**src/hdl/pwr_seq_pkg.sv**
```systemverilog
package pwr_seq_pkg;
  // cpu control register bit positions
  localparam int unsigned MODE_HI_BIT = 6;
  localparam int unsigned MODE_LO_BIT = 3;
  localparam int unsigned BUS_EXIT_BIT = 5;
  // io control register bit position
  localparam int unsigned IO_STOP_BIT = 5;
  // register offsets on the control port
  localparam logic [7:0] CPU_CTRL_OFS = 8'h1f;
  localparam logic [7:0] IO_CTRL_OFS = 8'h3f;
  localparam logic [7:0] ITC_OFS = 8'h34;
  localparam logic [7:0] STATUS_OFS = 8'h40;
  // reset values
  localparam logic [7:0] CPU_CTRL_RST = 8'h00;
  localparam logic [7:0] IO_CTRL_RST = 8'h00;
  localparam logic [7:0] ITC_RST = 8'h01;
  // wake counter lengths in clocks, and counter width in bits
  localparam int unsigned STAB_LONG_CYC = 131072;
  localparam int unsigned STAB_QUICK_CYC = 64;
  localparam int unsigned IDLE_EXIT_CYC = 8;
  localparam int unsigned CNT_W = 18;

  typedef enum logic [1:0] {
    MODE_STOP,
    MODE_IDLE,
    MODE_STANDBY,
    MODE_QUICK
  } mode_type;

  typedef enum {
    ST_RUN,
    ST_SLEEP,
    ST_WAIT,
    ST_BUSREL
  } state_type;

  typedef struct packed {
    logic [19:0] addr;
    logic memory_request_strobe_n;
    logic io_request_strobe_n;
    logic rd_n;
    logic wr_n;
  } bus_out_type;

  typedef struct packed {
    logic nmi;
    logic irq0;
    logic irq1;
    logic irq2;
  } wake_src_type;
endpackage

```
**src/hdl/standby_idle_power_control.sv**
```systemverilog
// Strobed register access and the register addresses are this design's own decisions.
`timescale 1ns/10ps
`default_nettype none
module standby_idle_power_control
  import pwr_seq_pkg::*;
#(
  parameter int unsigned STAB_LONG = STAB_LONG_CYC
) (
  // clock and reset
  input wire logic clk_sys,
  input wire logic rstn,
  // register port
  input wire logic [7:0] reg_addr,
  input wire logic [7:0] reg_wdata,
  input wire logic reg_wr,
  input wire logic reg_rd,
  output logic [7:0] reg_rdata,
  // cpu core handshake
  input wire logic sleep_exec,
  input wire logic global_int_enable_flag,
  output logic wake_ack_nmi,
  output logic wake_ack_irq,
  output logic wake_resume,
  // wake sources, active high levels except nmi_n, which wakes on its falling edge
  input wire logic reset_wake,
  input wire logic nmi_n,
  input wire logic ext_irq_zero,
  input wire logic ext_irq_one,
  input wire logic ext_irq_two,
  input wire logic bus_request_in,
  // clock control
  output logic osc_enable,
  output logic core_clk_enable,
  output logic system_clock_out_enable,
  output logic cpu_stopped,
  // bus
  input wire bus_out_type bus_core,
  output bus_out_type bus_out,
  output logic bus_oe,
  output logic bus_grant_out
);

  logic [7:0] cpu_control_reg_ff;
  logic [7:0] io_control_reg_ff;
  logic [7:0] interrupt_trap_control_reg_ff;
  logic [7:0] rdata_ff;
  state_type state_ff, nxt_state;
  mode_type mode_ff, nxt_mode;
  logic [CNT_W-1:0] cnt_ff, nxt_cnt;
  logic nmi_d_ff;
  logic nmi_latch_ff;
  logic by_bus_ff, nxt_by_bus;
  logic ack_nmi_ff, ack_irq_ff, resume_ff;
  logic nxt_ack_nmi, nxt_ack_irq, nxt_resume;

  function automatic mode_type decode_mode(input logic [7:0] cpu_control_reg);
    unique case ({cpu_control_reg[MODE_HI_BIT], cpu_control_reg[MODE_LO_BIT]})
      2'b10: decode_mode = MODE_STANDBY;
      2'b01: decode_mode = MODE_IDLE;
      2'b11: decode_mode = MODE_QUICK;
      default: decode_mode = MODE_STOP;
    endcase
  endfunction

  function automatic logic [CNT_W-1:0] wait_len(input mode_type m, input int unsigned long_len);
    unique case (m)
      MODE_QUICK: wait_len = CNT_W'(STAB_QUICK_CYC - 1);
      MODE_IDLE: wait_len = CNT_W'(IDLE_EXIT_CYC - 1);
      default: wait_len = CNT_W'(long_len - 1);
    endcase
  endfunction

  // register access
  wire wr_cpu = reg_wr && (reg_addr == CPU_CTRL_OFS);
  wire wr_io = reg_wr && (reg_addr == IO_CTRL_OFS);
  wire wr_itc = reg_wr && (reg_addr == ITC_OFS);
  wire [7:0] status_val = {4'h0, nmi_latch_ff, by_bus_ff, 2'(mode_ff)};
  wire [7:0] rd_mux = (reg_addr == CPU_CTRL_OFS) ? cpu_control_reg_ff :
                      (reg_addr == IO_CTRL_OFS) ? io_control_reg_ff :
                      (reg_addr == ITC_OFS) ? interrupt_trap_control_reg_ff :
                      (reg_addr == STATUS_OFS) ? status_val : 8'h00;

  always_ff @(posedge clk_sys or negedge rstn) begin
    if (!rstn) begin
      cpu_control_reg_ff <= CPU_CTRL_RST;
      io_control_reg_ff <= IO_CTRL_RST;
      interrupt_trap_control_reg_ff <= ITC_RST;
      rdata_ff <= 8'h00;
    end else begin
      if (wr_cpu) cpu_control_reg_ff <= reg_wdata;
      if (wr_io) io_control_reg_ff <= reg_wdata;
      if (wr_itc) interrupt_trap_control_reg_ff <= reg_wdata;
      rdata_ff <= reg_rd ? rd_mux : 8'h00;
    end
  end
  assign reg_rdata = rdata_ff;

  // wake conditions
  wire bus_exit_en = cpu_control_reg_ff[BUS_EXIT_BIT];
  wire io_stop = io_control_reg_ff[IO_STOP_BIT];
  wire nmi_fall = nmi_d_ff && !nmi_n;
  wire [2:0] irq_en = interrupt_trap_control_reg_ff[2:0];
  wire [2:0] irq_lvl = {ext_irq_two, ext_irq_one, ext_irq_zero};
  wire irq_wake = |(irq_lvl & irq_en);
  wire bus_wake = bus_exit_en && bus_request_in;
  wire nmi_wake = nmi_fall || nmi_latch_ff;
  wire any_wake = reset_wake || nmi_wake || irq_wake || bus_wake;
  wire hold_ok = reset_wake || nmi_latch_ff || irq_wake || (by_bus_ff && bus_request_in);
  wire deep = (mode_ff != MODE_STOP);

  always_ff @(posedge clk_sys or negedge rstn) begin
    if (!rstn) begin
      nmi_d_ff <= 1'b1;
      nmi_latch_ff <= 1'b0;
    end else begin
      nmi_d_ff <= nmi_n;
      if (nmi_fall && state_ff != ST_RUN) nmi_latch_ff <= 1'b1;
      else if (state_ff == ST_RUN) nmi_latch_ff <= 1'b0;
    end
  end

  // sequencer
  always_comb begin
    nxt_state = state_ff;
    nxt_mode = mode_ff;
    nxt_cnt = cnt_ff;
    nxt_by_bus = by_bus_ff;
    nxt_ack_nmi = 1'b0;
    nxt_ack_irq = 1'b0;
    nxt_resume = 1'b0;
    unique case (state_ff)
      ST_RUN: begin
        if (sleep_exec && io_stop) begin
          nxt_mode = decode_mode(cpu_control_reg_ff);
          nxt_state = ST_SLEEP;
        end
      end
      ST_SLEEP: begin
        if (any_wake) begin
          nxt_state = ST_WAIT;
          nxt_cnt = wait_len(mode_ff, STAB_LONG);
          nxt_by_bus = bus_wake && !(reset_wake || nmi_wake || irq_wake);
          if (!deep) begin
            nxt_cnt = '0;
          end
        end
      end
      ST_WAIT: begin
        if (!hold_ok && !(by_bus_ff && bus_request_in)) begin
          nxt_state = ST_SLEEP;
        end else if (cnt_ff == '0) begin
          if (by_bus_ff || bus_request_in) begin
            nxt_state = ST_BUSREL;
          end else begin
            nxt_state = ST_RUN;
          end
          nxt_ack_nmi = nmi_latch_ff;
          nxt_ack_irq = !nmi_latch_ff && !reset_wake && irq_wake && global_int_enable_flag;
          nxt_resume = !nmi_latch_ff && !reset_wake && irq_wake && !global_int_enable_flag;
        end else begin
          nxt_cnt = cnt_ff - CNT_W'(1);
        end
      end
      ST_BUSREL: begin
        if (!bus_request_in) begin
          nxt_state = ST_RUN;
          nxt_by_bus = 1'b0;
        end
      end
    endcase
  end

  always_ff @(posedge clk_sys or negedge rstn) begin
    if (!rstn) begin
      state_ff <= ST_RUN;
      mode_ff <= MODE_STOP;
      cnt_ff <= '0;
      by_bus_ff <= 1'b0;
      ack_nmi_ff <= 1'b0;
      ack_irq_ff <= 1'b0;
      resume_ff <= 1'b0;
    end else begin
      state_ff <= nxt_state;
      mode_ff <= nxt_mode;
      cnt_ff <= nxt_cnt;
      by_bus_ff <= nxt_by_bus;
      ack_nmi_ff <= nxt_ack_nmi;
      ack_irq_ff <= nxt_ack_irq;
      resume_ff <= nxt_resume;
    end
  end

  // clock gating
  wire asleep = (state_ff == ST_SLEEP) || (state_ff == ST_WAIT);
  wire osc_off = (state_ff == ST_SLEEP) &&
                 (mode_ff == MODE_STANDBY || mode_ff == MODE_QUICK);
  assign osc_enable = !osc_off;
  assign core_clk_enable = !(asleep && deep);
  assign system_clock_out_enable = !(asleep && deep);
  assign cpu_stopped = asleep;
  assign wake_ack_nmi = ack_nmi_ff;
  assign wake_ack_irq = ack_irq_ff;
  assign wake_resume = resume_ff;

  // bus drive
  wire released = (state_ff == ST_BUSREL);
  assign bus_grant_out = released;
  assign bus_oe = !released;
  assign bus_out = asleep ? '1 : bus_core;

  // wait length watch for assertions
  logic [CNT_W:0] wait_run_ff;
  always_ff @(posedge clk_sys or negedge rstn) begin
    if (!rstn) begin
      wait_run_ff <= '0;
    end else if (state_ff == ST_WAIT) begin
      wait_run_ff <= wait_run_ff + (CNT_W+1)'(1);
    end else begin
      wait_run_ff <= '0;
    end
  end

  a_nmi_ack_after_wait: assert property (
    @(posedge clk_sys) disable iff (!rstn)
    wake_ack_nmi |-> $past(nmi_latch_ff))
    else $error("nmi ack without latch");

  a_bus_float_grant: assert property (
    @(posedge clk_sys) disable iff (!rstn)
    bus_grant_out |-> !bus_oe)
    else $error("grant with bus driven");

  a_release_on_drop: assert property (
    @(posedge clk_sys) disable iff (!rstn)
    (released && !bus_request_in) |=> !bus_grant_out)
    else $error("bus not reclaimed");

  a_osc_standby_off: assert property (
    @(posedge clk_sys) disable iff (!rstn)
    (state_ff == ST_SLEEP && mode_ff == MODE_STANDBY) |-> !osc_enable)
    else $error("osc running in standby");

  a_idle_osc_on: assert property (
    @(posedge clk_sys) disable iff (!rstn)
    (asleep && mode_ff == MODE_IDLE) |-> (osc_enable && !core_clk_enable))
    else $error("idle gating wrong");

  a_stop_clk_runs: assert property (
    @(posedge clk_sys) disable iff (!rstn)
    (mode_ff == MODE_STOP) |-> system_clock_out_enable)
    else $error("stop gated clock");

  a_quick_count_len: assert property (
    @(posedge clk_sys) disable iff (!rstn)
    (state_ff == ST_SLEEP && nxt_state == ST_WAIT && mode_ff == MODE_QUICK) |=> cnt_ff == 18'h0003f)
    else $error("quick count wrong");

  a_idle_exit_eight: assert property (
    @(posedge clk_sys) disable iff (!rstn)
    (state_ff == ST_SLEEP && nxt_state == ST_WAIT && mode_ff == MODE_IDLE) |=> cnt_ff == 18'h00007)
    else $error("idle count wrong");

  a_bus_disabled_ign: assert property (
    @(posedge clk_sys) disable iff (!rstn)
    (state_ff == ST_SLEEP && !bus_exit_en && !reset_wake && !nmi_wake && !irq_wake) |=> state_ff == ST_SLEEP)
    else $error("woke on ignored source");

  a_drop_restarts: assert property (
    @(posedge clk_sys) disable iff (!rstn)
    (state_ff == ST_WAIT && !hold_ok && !(by_bus_ff && bus_request_in)) |=> state_ff == ST_SLEEP)
    else $error("no restart on drop");

  a_long_count_len: assert property (
    @(posedge clk_sys) disable iff (!rstn)
    (state_ff == ST_SLEEP && nxt_state == ST_WAIT && mode_ff == MODE_STANDBY) |=> cnt_ff == CNT_W'(STAB_LONG - 1))
    else $error("standby count wrong");

  a_sleep_entry: assert property (
    @(posedge clk_sys) disable iff (!rstn)
    (state_ff == ST_RUN && sleep_exec && io_stop) |=> state_ff == ST_SLEEP)
    else $error("sleep not entered");

  a_mode_standby: assert property (
    @(posedge clk_sys) disable iff (!rstn)
    (state_ff == ST_RUN && sleep_exec && io_stop && cpu_control_reg_ff[6] && !cpu_control_reg_ff[3]) |=> mode_ff == MODE_STANDBY)
    else $error("standby not decoded");

  a_mode_idle: assert property (
    @(posedge clk_sys) disable iff (!rstn)
    (state_ff == ST_RUN && sleep_exec && io_stop && !cpu_control_reg_ff[6] && cpu_control_reg_ff[3]) |=> mode_ff == MODE_IDLE)
    else $error("idle not decoded");

  a_mode_quick: assert property (
    @(posedge clk_sys) disable iff (!rstn)
    (state_ff == ST_RUN && sleep_exec && io_stop && cpu_control_reg_ff[6] && cpu_control_reg_ff[3]) |=> mode_ff == MODE_QUICK)
    else $error("quick not decoded");

  a_stop_osc_runs: assert property (
    @(posedge clk_sys) disable iff (!rstn)
    (mode_ff == MODE_STOP) |-> osc_enable)
    else $error("stop halted oscillator");

  a_standby_clk_off: assert property (
    @(posedge clk_sys) disable iff (!rstn)
    (asleep && (mode_ff == MODE_STANDBY || mode_ff == MODE_QUICK)) |-> (!core_clk_enable && !system_clock_out_enable))
    else $error("clocks running in standby");

  a_wait_osc_on: assert property (
    @(posedge clk_sys) disable iff (!rstn)
    (state_ff == ST_WAIT) |-> osc_enable)
    else $error("oscillator off while counting");

  a_bus_wake_taken: assert property (
    @(posedge clk_sys) disable iff (!rstn)
    (state_ff == ST_SLEEP && bus_exit_en && bus_request_in) |=> state_ff == ST_WAIT)
    else $error("bus request did not wake");

  a_bus_kept_held: assert property (
    @(posedge clk_sys) disable iff (!rstn)
    (released && bus_request_in) |=> released)
    else $error("bus taken back during request");

  a_irq_masked_ign: assert property (
    @(posedge clk_sys) disable iff (!rstn)
    (state_ff == ST_SLEEP && (irq_lvl & irq_en) == 3'h0 && !reset_wake && !nmi_wake && !bus_wake) |=> state_ff == ST_SLEEP)
    else $error("masked irq woke");

  a_irq_ack_flag: assert property (
    @(posedge clk_sys) disable iff (!rstn)
    wake_ack_irq |-> ($past(global_int_enable_flag) && $past(irq_wake)))
    else $error("irq ack without flag");

  a_irq_resume_flag: assert property (
    @(posedge clk_sys) disable iff (!rstn)
    wake_resume |-> (!$past(global_int_enable_flag) && $past(irq_wake)))
    else $error("resume with flag set");

  a_irq_gone_stays: assert property (
    @(posedge clk_sys) disable iff (!rstn)
    (state_ff == ST_WAIT && !reset_wake && !nmi_latch_ff && !irq_wake && !by_bus_ff) |=> state_ff == ST_SLEEP)
    else $error("left standby without irq");

  a_nmi_latch_keeps: assert property (
    @(posedge clk_sys) disable iff (!rstn)
    (nmi_latch_ff && state_ff != ST_RUN) |=> nmi_latch_ff)
    else $error("nmi latch lost");

  a_wait_bounded: assert property (
    @(posedge clk_sys) disable iff (!rstn)
    wait_run_ff <= (CNT_W+1)'(STAB_LONG))
    else $error("wake wait too long");

  a_acks_onehot: assert property (
    @(posedge clk_sys) disable iff (!rstn)
    $onehot0({wake_ack_nmi, wake_ack_irq, wake_resume}))
    else $error("several wake pulses");

  c_bus_wake: cover property (@(posedge clk_sys) disable iff (!rstn) released);
  c_nmi_wake: cover property (@(posedge clk_sys) disable iff (!rstn) wake_ack_nmi);
  c_irq_resume: cover property (@(posedge clk_sys) disable iff (!rstn) wake_resume);
  c_restart: cover property (@(posedge clk_sys) disable iff (!rstn)
    state_ff == ST_WAIT ##1 state_ff == ST_SLEEP);
  c_idle_exit: cover property (@(posedge clk_sys) disable iff (!rstn)
    state_ff == ST_WAIT && mode_ff == MODE_IDLE && cnt_ff == '0);

endmodule
`default_nettype wire

```
**config.mk**
```make
export PLATFORM = sky130hd
export DESIGN_NAME = standby_idle_power_control
export DESIGN_NICKNAME = d
export VERILOG_FILES = /design/src/hdl/pwr_seq_pkg.sv /design/src/hdl/standby_idle_power_control.sv
export SDC_FILE = /design/constraint.sdc
export NUM_CORES = 1
export LEC_CHECK = 0
export ABC_AREA = 0
export ABC_CLOCK_PERIOD_IN_PS = 8100
export BUFFER_PORTS_ARGS = -buffer_cell sky130_fd_sc_hd__clkbuf_2
export CELL_PAD_IN_SITES_DETAIL_PLACEMENT = 1
export CELL_PAD_IN_SITES_GLOBAL_PLACEMENT = 2
export CORE_AREA = 8 8 151 82
export CTS_BUF_LIST = sky130_fd_sc_hd__clkbuf_4 sky130_fd_sc_hd__clkbuf_8 sky130_fd_sc_hd__clkbuf_16
export CTS_CLUSTER_SIZE = 20
export DETAILED_ROUTE_END_ITERATION = 7
export DIE_AREA = 0 0 159 90
export PLACE_DENSITY = 0.87
export SLEW_MARGIN = 30
export SYNTH_ARGS = -nofsm -noshare
export SYNTH_HDL_FRONTEND = slang
export SYNTH_SLANG_ARGS = --single-unit
```
**constraint.sdc**
```tcl
create_clock -name clk_sys -period 8.1 [get_ports clk_sys]
set_clock_uncertainty 0.15 [all_clocks]
set_input_delay 0.81 -clock clk_sys [delete_from_list [all_inputs] [get_ports clk_sys]]
set_output_delay 0.81 -clock clk_sys [all_outputs]
set_load 0.02 [all_outputs]
```
==> summary.md <==
| Metric | Value |
|---|---|
| Clk sinks | 60 |
| Die height | 90 um |
| CTS clock-pin slew for the worst setup and hold paths | 0.05 ns |
| Final period utilization | 39.49% |
| Die X-Extent | 159 um |
| Worst VDD drop | 0.1529 mV |
| Routed wire per std cell | 19.63 um |
| CTS tree | done |
| Initial antenna violation count | 0 |
| Buf/Inv on CP | 1 |
| Number of flops mapped to enable cells by yosys | 0 |
| FF-to-FF setup slack | 4.90 ns |
| Status | finished clean |
| Syn_area_per_cell | 10.13 um2 |
| Fin. max-slew vios | 0 |
| Gr usage total | 16.04% |
| Sequential element share of the synthesized area | 45.27% |
| Mapped Nets | 385 |
| H-tree levels | 3 |
| Starting density of the core | 31.72% |
| Largest cells by area after synthesis | dfrtp_1 44%, mux2_2 9.5%, or2_2 5.6%, a22oi_1 2.0%, nor2_1 2.0% |
| Clk_lat worst skew | 0.33 ns |
| LEAKAGE | 0.002006 uW |
| Endpoints failing setup | 0 |
| Setup TNS | 0 ns |
| Crit path DAT | 3.26 ns |
| Hold_sp | io_control_reg_ff[1]$_DFFE_PN0P_ |
| Crit path time final | 3.199 ns |
| # fillers | 1210 |
| Non-Filler Instances | 569 |
| Max-slew headroom | 48.39% |
| DIE AREA | 0.01431 mm2 |
| GP Congestion | 0.8230 |
| R2R Path Start | cnt_ff[0]$_DFFE_PN0P_ |
| Critical path's largest stage delay | 0.60 ns |
| Synth Instances | 328 |
| Largest net degree at the start of global routing | 61 |
| First-pass GRT wire length | 18510 um |
| Hold Fails Final Rpt | 0 |
| Crit-path cells | inv_1, ha_1, or4b_4, or4_4, o21ai_1, a21oi_1, mux2_2 |
| Synth top area share | 43.69% |
| Min-delay worst type | flop to flop |
| RSZ-0062 raised after global routing | false |
| Port Buffers | 92 |
| Ant. Diodes | 0 |
| Post-DRT Antenna Nets | 0 |
| Clk root buf | clkbuf_16 |
| Data required time at the worst endpoint | 8.16 ns |
| P&R area growth vs syn | 27.87% |
| Crit Path Class | flop to flop |
| TritonCTS Buffers | 9 |
| CP top delay family | simple AND/OR/NAND/NOR gates |
| Reg2reg path depth | 7 |
| Final Core Density | 40.56% |
| Iteration-0 DRC Markers | 183 |
| Vias per cell | 5.388 |
| Slew @ Worst Pin | 0.7742 ns |
| Top-Level Pins | 93 |
| Placed insts | 554 |
| Distinct cells, synth | 56 |
| Worst path slowest cell | or4_4 |
| Commonest non-fill, non-tap cell in the layout | clkbuf_2 |
| Hold endpoint | io_control_reg_ff[1]$_DFFE_PN0P_ |
| Cts repair resizes | 0 |
| Pre-antenna DRT Iters | 7 |
| Fmax | 0.3126 GHz |
| Clock buffer depth | 2 |
| Rows | 27 |
| Core ar. | 0.01047 mm2 |
| Yosys top cell by area | dfrtp_1 |
| Worst hold slack | 0.3575 ns |
| Crit-path max FO | 11 |
| Most used flip-flop cell after synthesis | dfrtp_1 |
| Vias in the first global route | 3387 |
| Seq cells post-synth | 60 |
| Type of element capturing the critical path | flop |
| Max Cap Viol | 0 |
| Yosys Warn Count | 0 |
| Vias | 3066 |
| Setup Buffers After CTS | 0 |
| Mapped cell area | 0.003322 mm2 |
| Pwr dens | 369.0 mW/mm2 |
| Nets | 477 |
| Most frequent cells in the layout | 92 x clkbuf_2, 58 x dfrtp_1, 30 x or2_2 |
| Drt total wl | 11170 um |
| DP Wirelength | 8671 um |
| Worst R2R End | cnt_ff[1]$_DFFE_PN0P_ |
| Startpoint types | flop |
| Share of cells above drive strength 1 | 41.51% |
| Post-CTS Hold Buffers | 0 |
| Share of synthesized registers carrying an async set or reset | 100.0% |
| DRC Markers | 0 |
| Worst Hold Depth | 1 |
| Total global routing overflow | 0 |
[area by class of cell]
cell class / instances / area [um2] / area share [%]
well taps: 145 / 181.4 / 4.271
inverters: 14 / 52.55 / 1.237
repair buffers: 95 / 483.0 / 11.37
flip-flops and latches: 60 / 1504 / 35.40
clock inverters: 4 / 72.57 / 1.708
clock buffers: 11 / 252.7 / 5.950
multi-input cells: 240 / 1702 / 40.06
[worst register-to-register path, cell delays in order (launching register included)]
cell and delay [ns]:
dfrtp_1 0.40, inv_1 0.08, ha_1 0.24, or4b_4 0.54, or4_4 0.60, o21ai_1 0.58
a21oi_1 0.20, mux2_2 0.30
[through the flow]
step	cell area [um2]	setup WS [ns]	total power (uW)
after floorplan	3322	5.328	911.2
after global placement	3923	5.016	1120
after detailed placement	3923	4.897	1151
after CTS	4248	4.952	1579
after global routing	4248	4.796	1670
final	4248	4.901	1567
[synth_stat cells (3+ instances only)]
| cell | instances |
|---|---|
| dfrtp_1 | 58 |
| nand2_1 | 17 |
| or4_1 | 4 |
| or2_2 | 30 |
| nor4_1 | 9 |
| o311ai_0 | 4 |
| a21boi_0 | 4 |
| nor2b_1 | 5 |
| clkbuf_1 | 11 |
| a22oi_1 | 9 |
| mux2_2 | 28 |
| nand4_1 | 5 |
| ha_1 | 5 |
| nor2_1 | 18 |
| a21oi_1 | 13 |
| inv_1 | 14 |
| nand3_1 | 8 |
| or3_1 | 10 |
| a2111o_1 | 3 |
| a222oi_1 | 4 |
| nor3_1 | 3 |
| o21ai_0 | 12 |
| and3_1 | 4 |
| o211ai_1 | 5 |
| and2_1 | 3 |
| mux2i_1 | 4 |
[routing by layer]
metal  GRT usage (%)  wire length (um)
met1           22.62              5693
met2           21.96              4358
met3           6.688              1014
met4           3.978               103
met5               0                 0
[where the power goes]
part           internal (uW)  total, uW  switching, uW  leakage (uW)
Combinational            268        752            484       0.00104
Sequential               347        397           49.7      0.000811
Clock                    283        418            135      0.000158
[registers in the layout, indices dropped and copies added, names as in the netlist]
signal / count
state_ff: 2
io_control_reg_ff: 8
interrupt_trap_control_reg_ff: 8
wake_resume: 1
cnt_ff: 18
mode_ff: 2
reg_rdata: 8
wake_ack_nmi: 1
by_bus_ff: 1
wake_ack_irq: 1
nmi_d_ff: 1
nmi_latch_ff: 1
cpu_control_reg_ff: 8
[kinds of logic after synthesis]
logic type               after synthesis  share of synthesized area (%)
AO/OA/AOI/OAI                         76                          16.65
adder cells (fa/ha/maj)                6                          2.185
flip-flops                            60                          45.27
AND/OR/NAND/NOR                      126                          21.69
buffers and inverters                 28                          3.503
multiplexers                          32                          10.70
[how the worst max path moves through the flow]
stage	slack (ns)	cells past startpoint	startpoint	to
final	4.90	7	cnt_ff[0]$_DFFE_PN0P_	cnt_ff[1]$_DFFE_PN0P_
after global routing	4.80	7	cnt_ff[0]$_DFFE_PN0P_	cnt_ff[1]$_DFFE_PN0P_
after CTS	4.95	7	cnt_ff[0]$_DFFE_PN0P_	cnt_ff[1]$_DFFE_PN0P_
after detailed placement	4.90	6	reg_addr[6]	cpu_control_reg_ff[1]$_DFFE_PN0P_
after global placement	5.02	7	ext_irq_two	cnt_ff[2]$_DFFE_PN0P_
after floorplan	5.33	6	ext_irq_two	cnt_ff[14]$_DFFE_PN0P_
(Power assumes the default switching activity.)
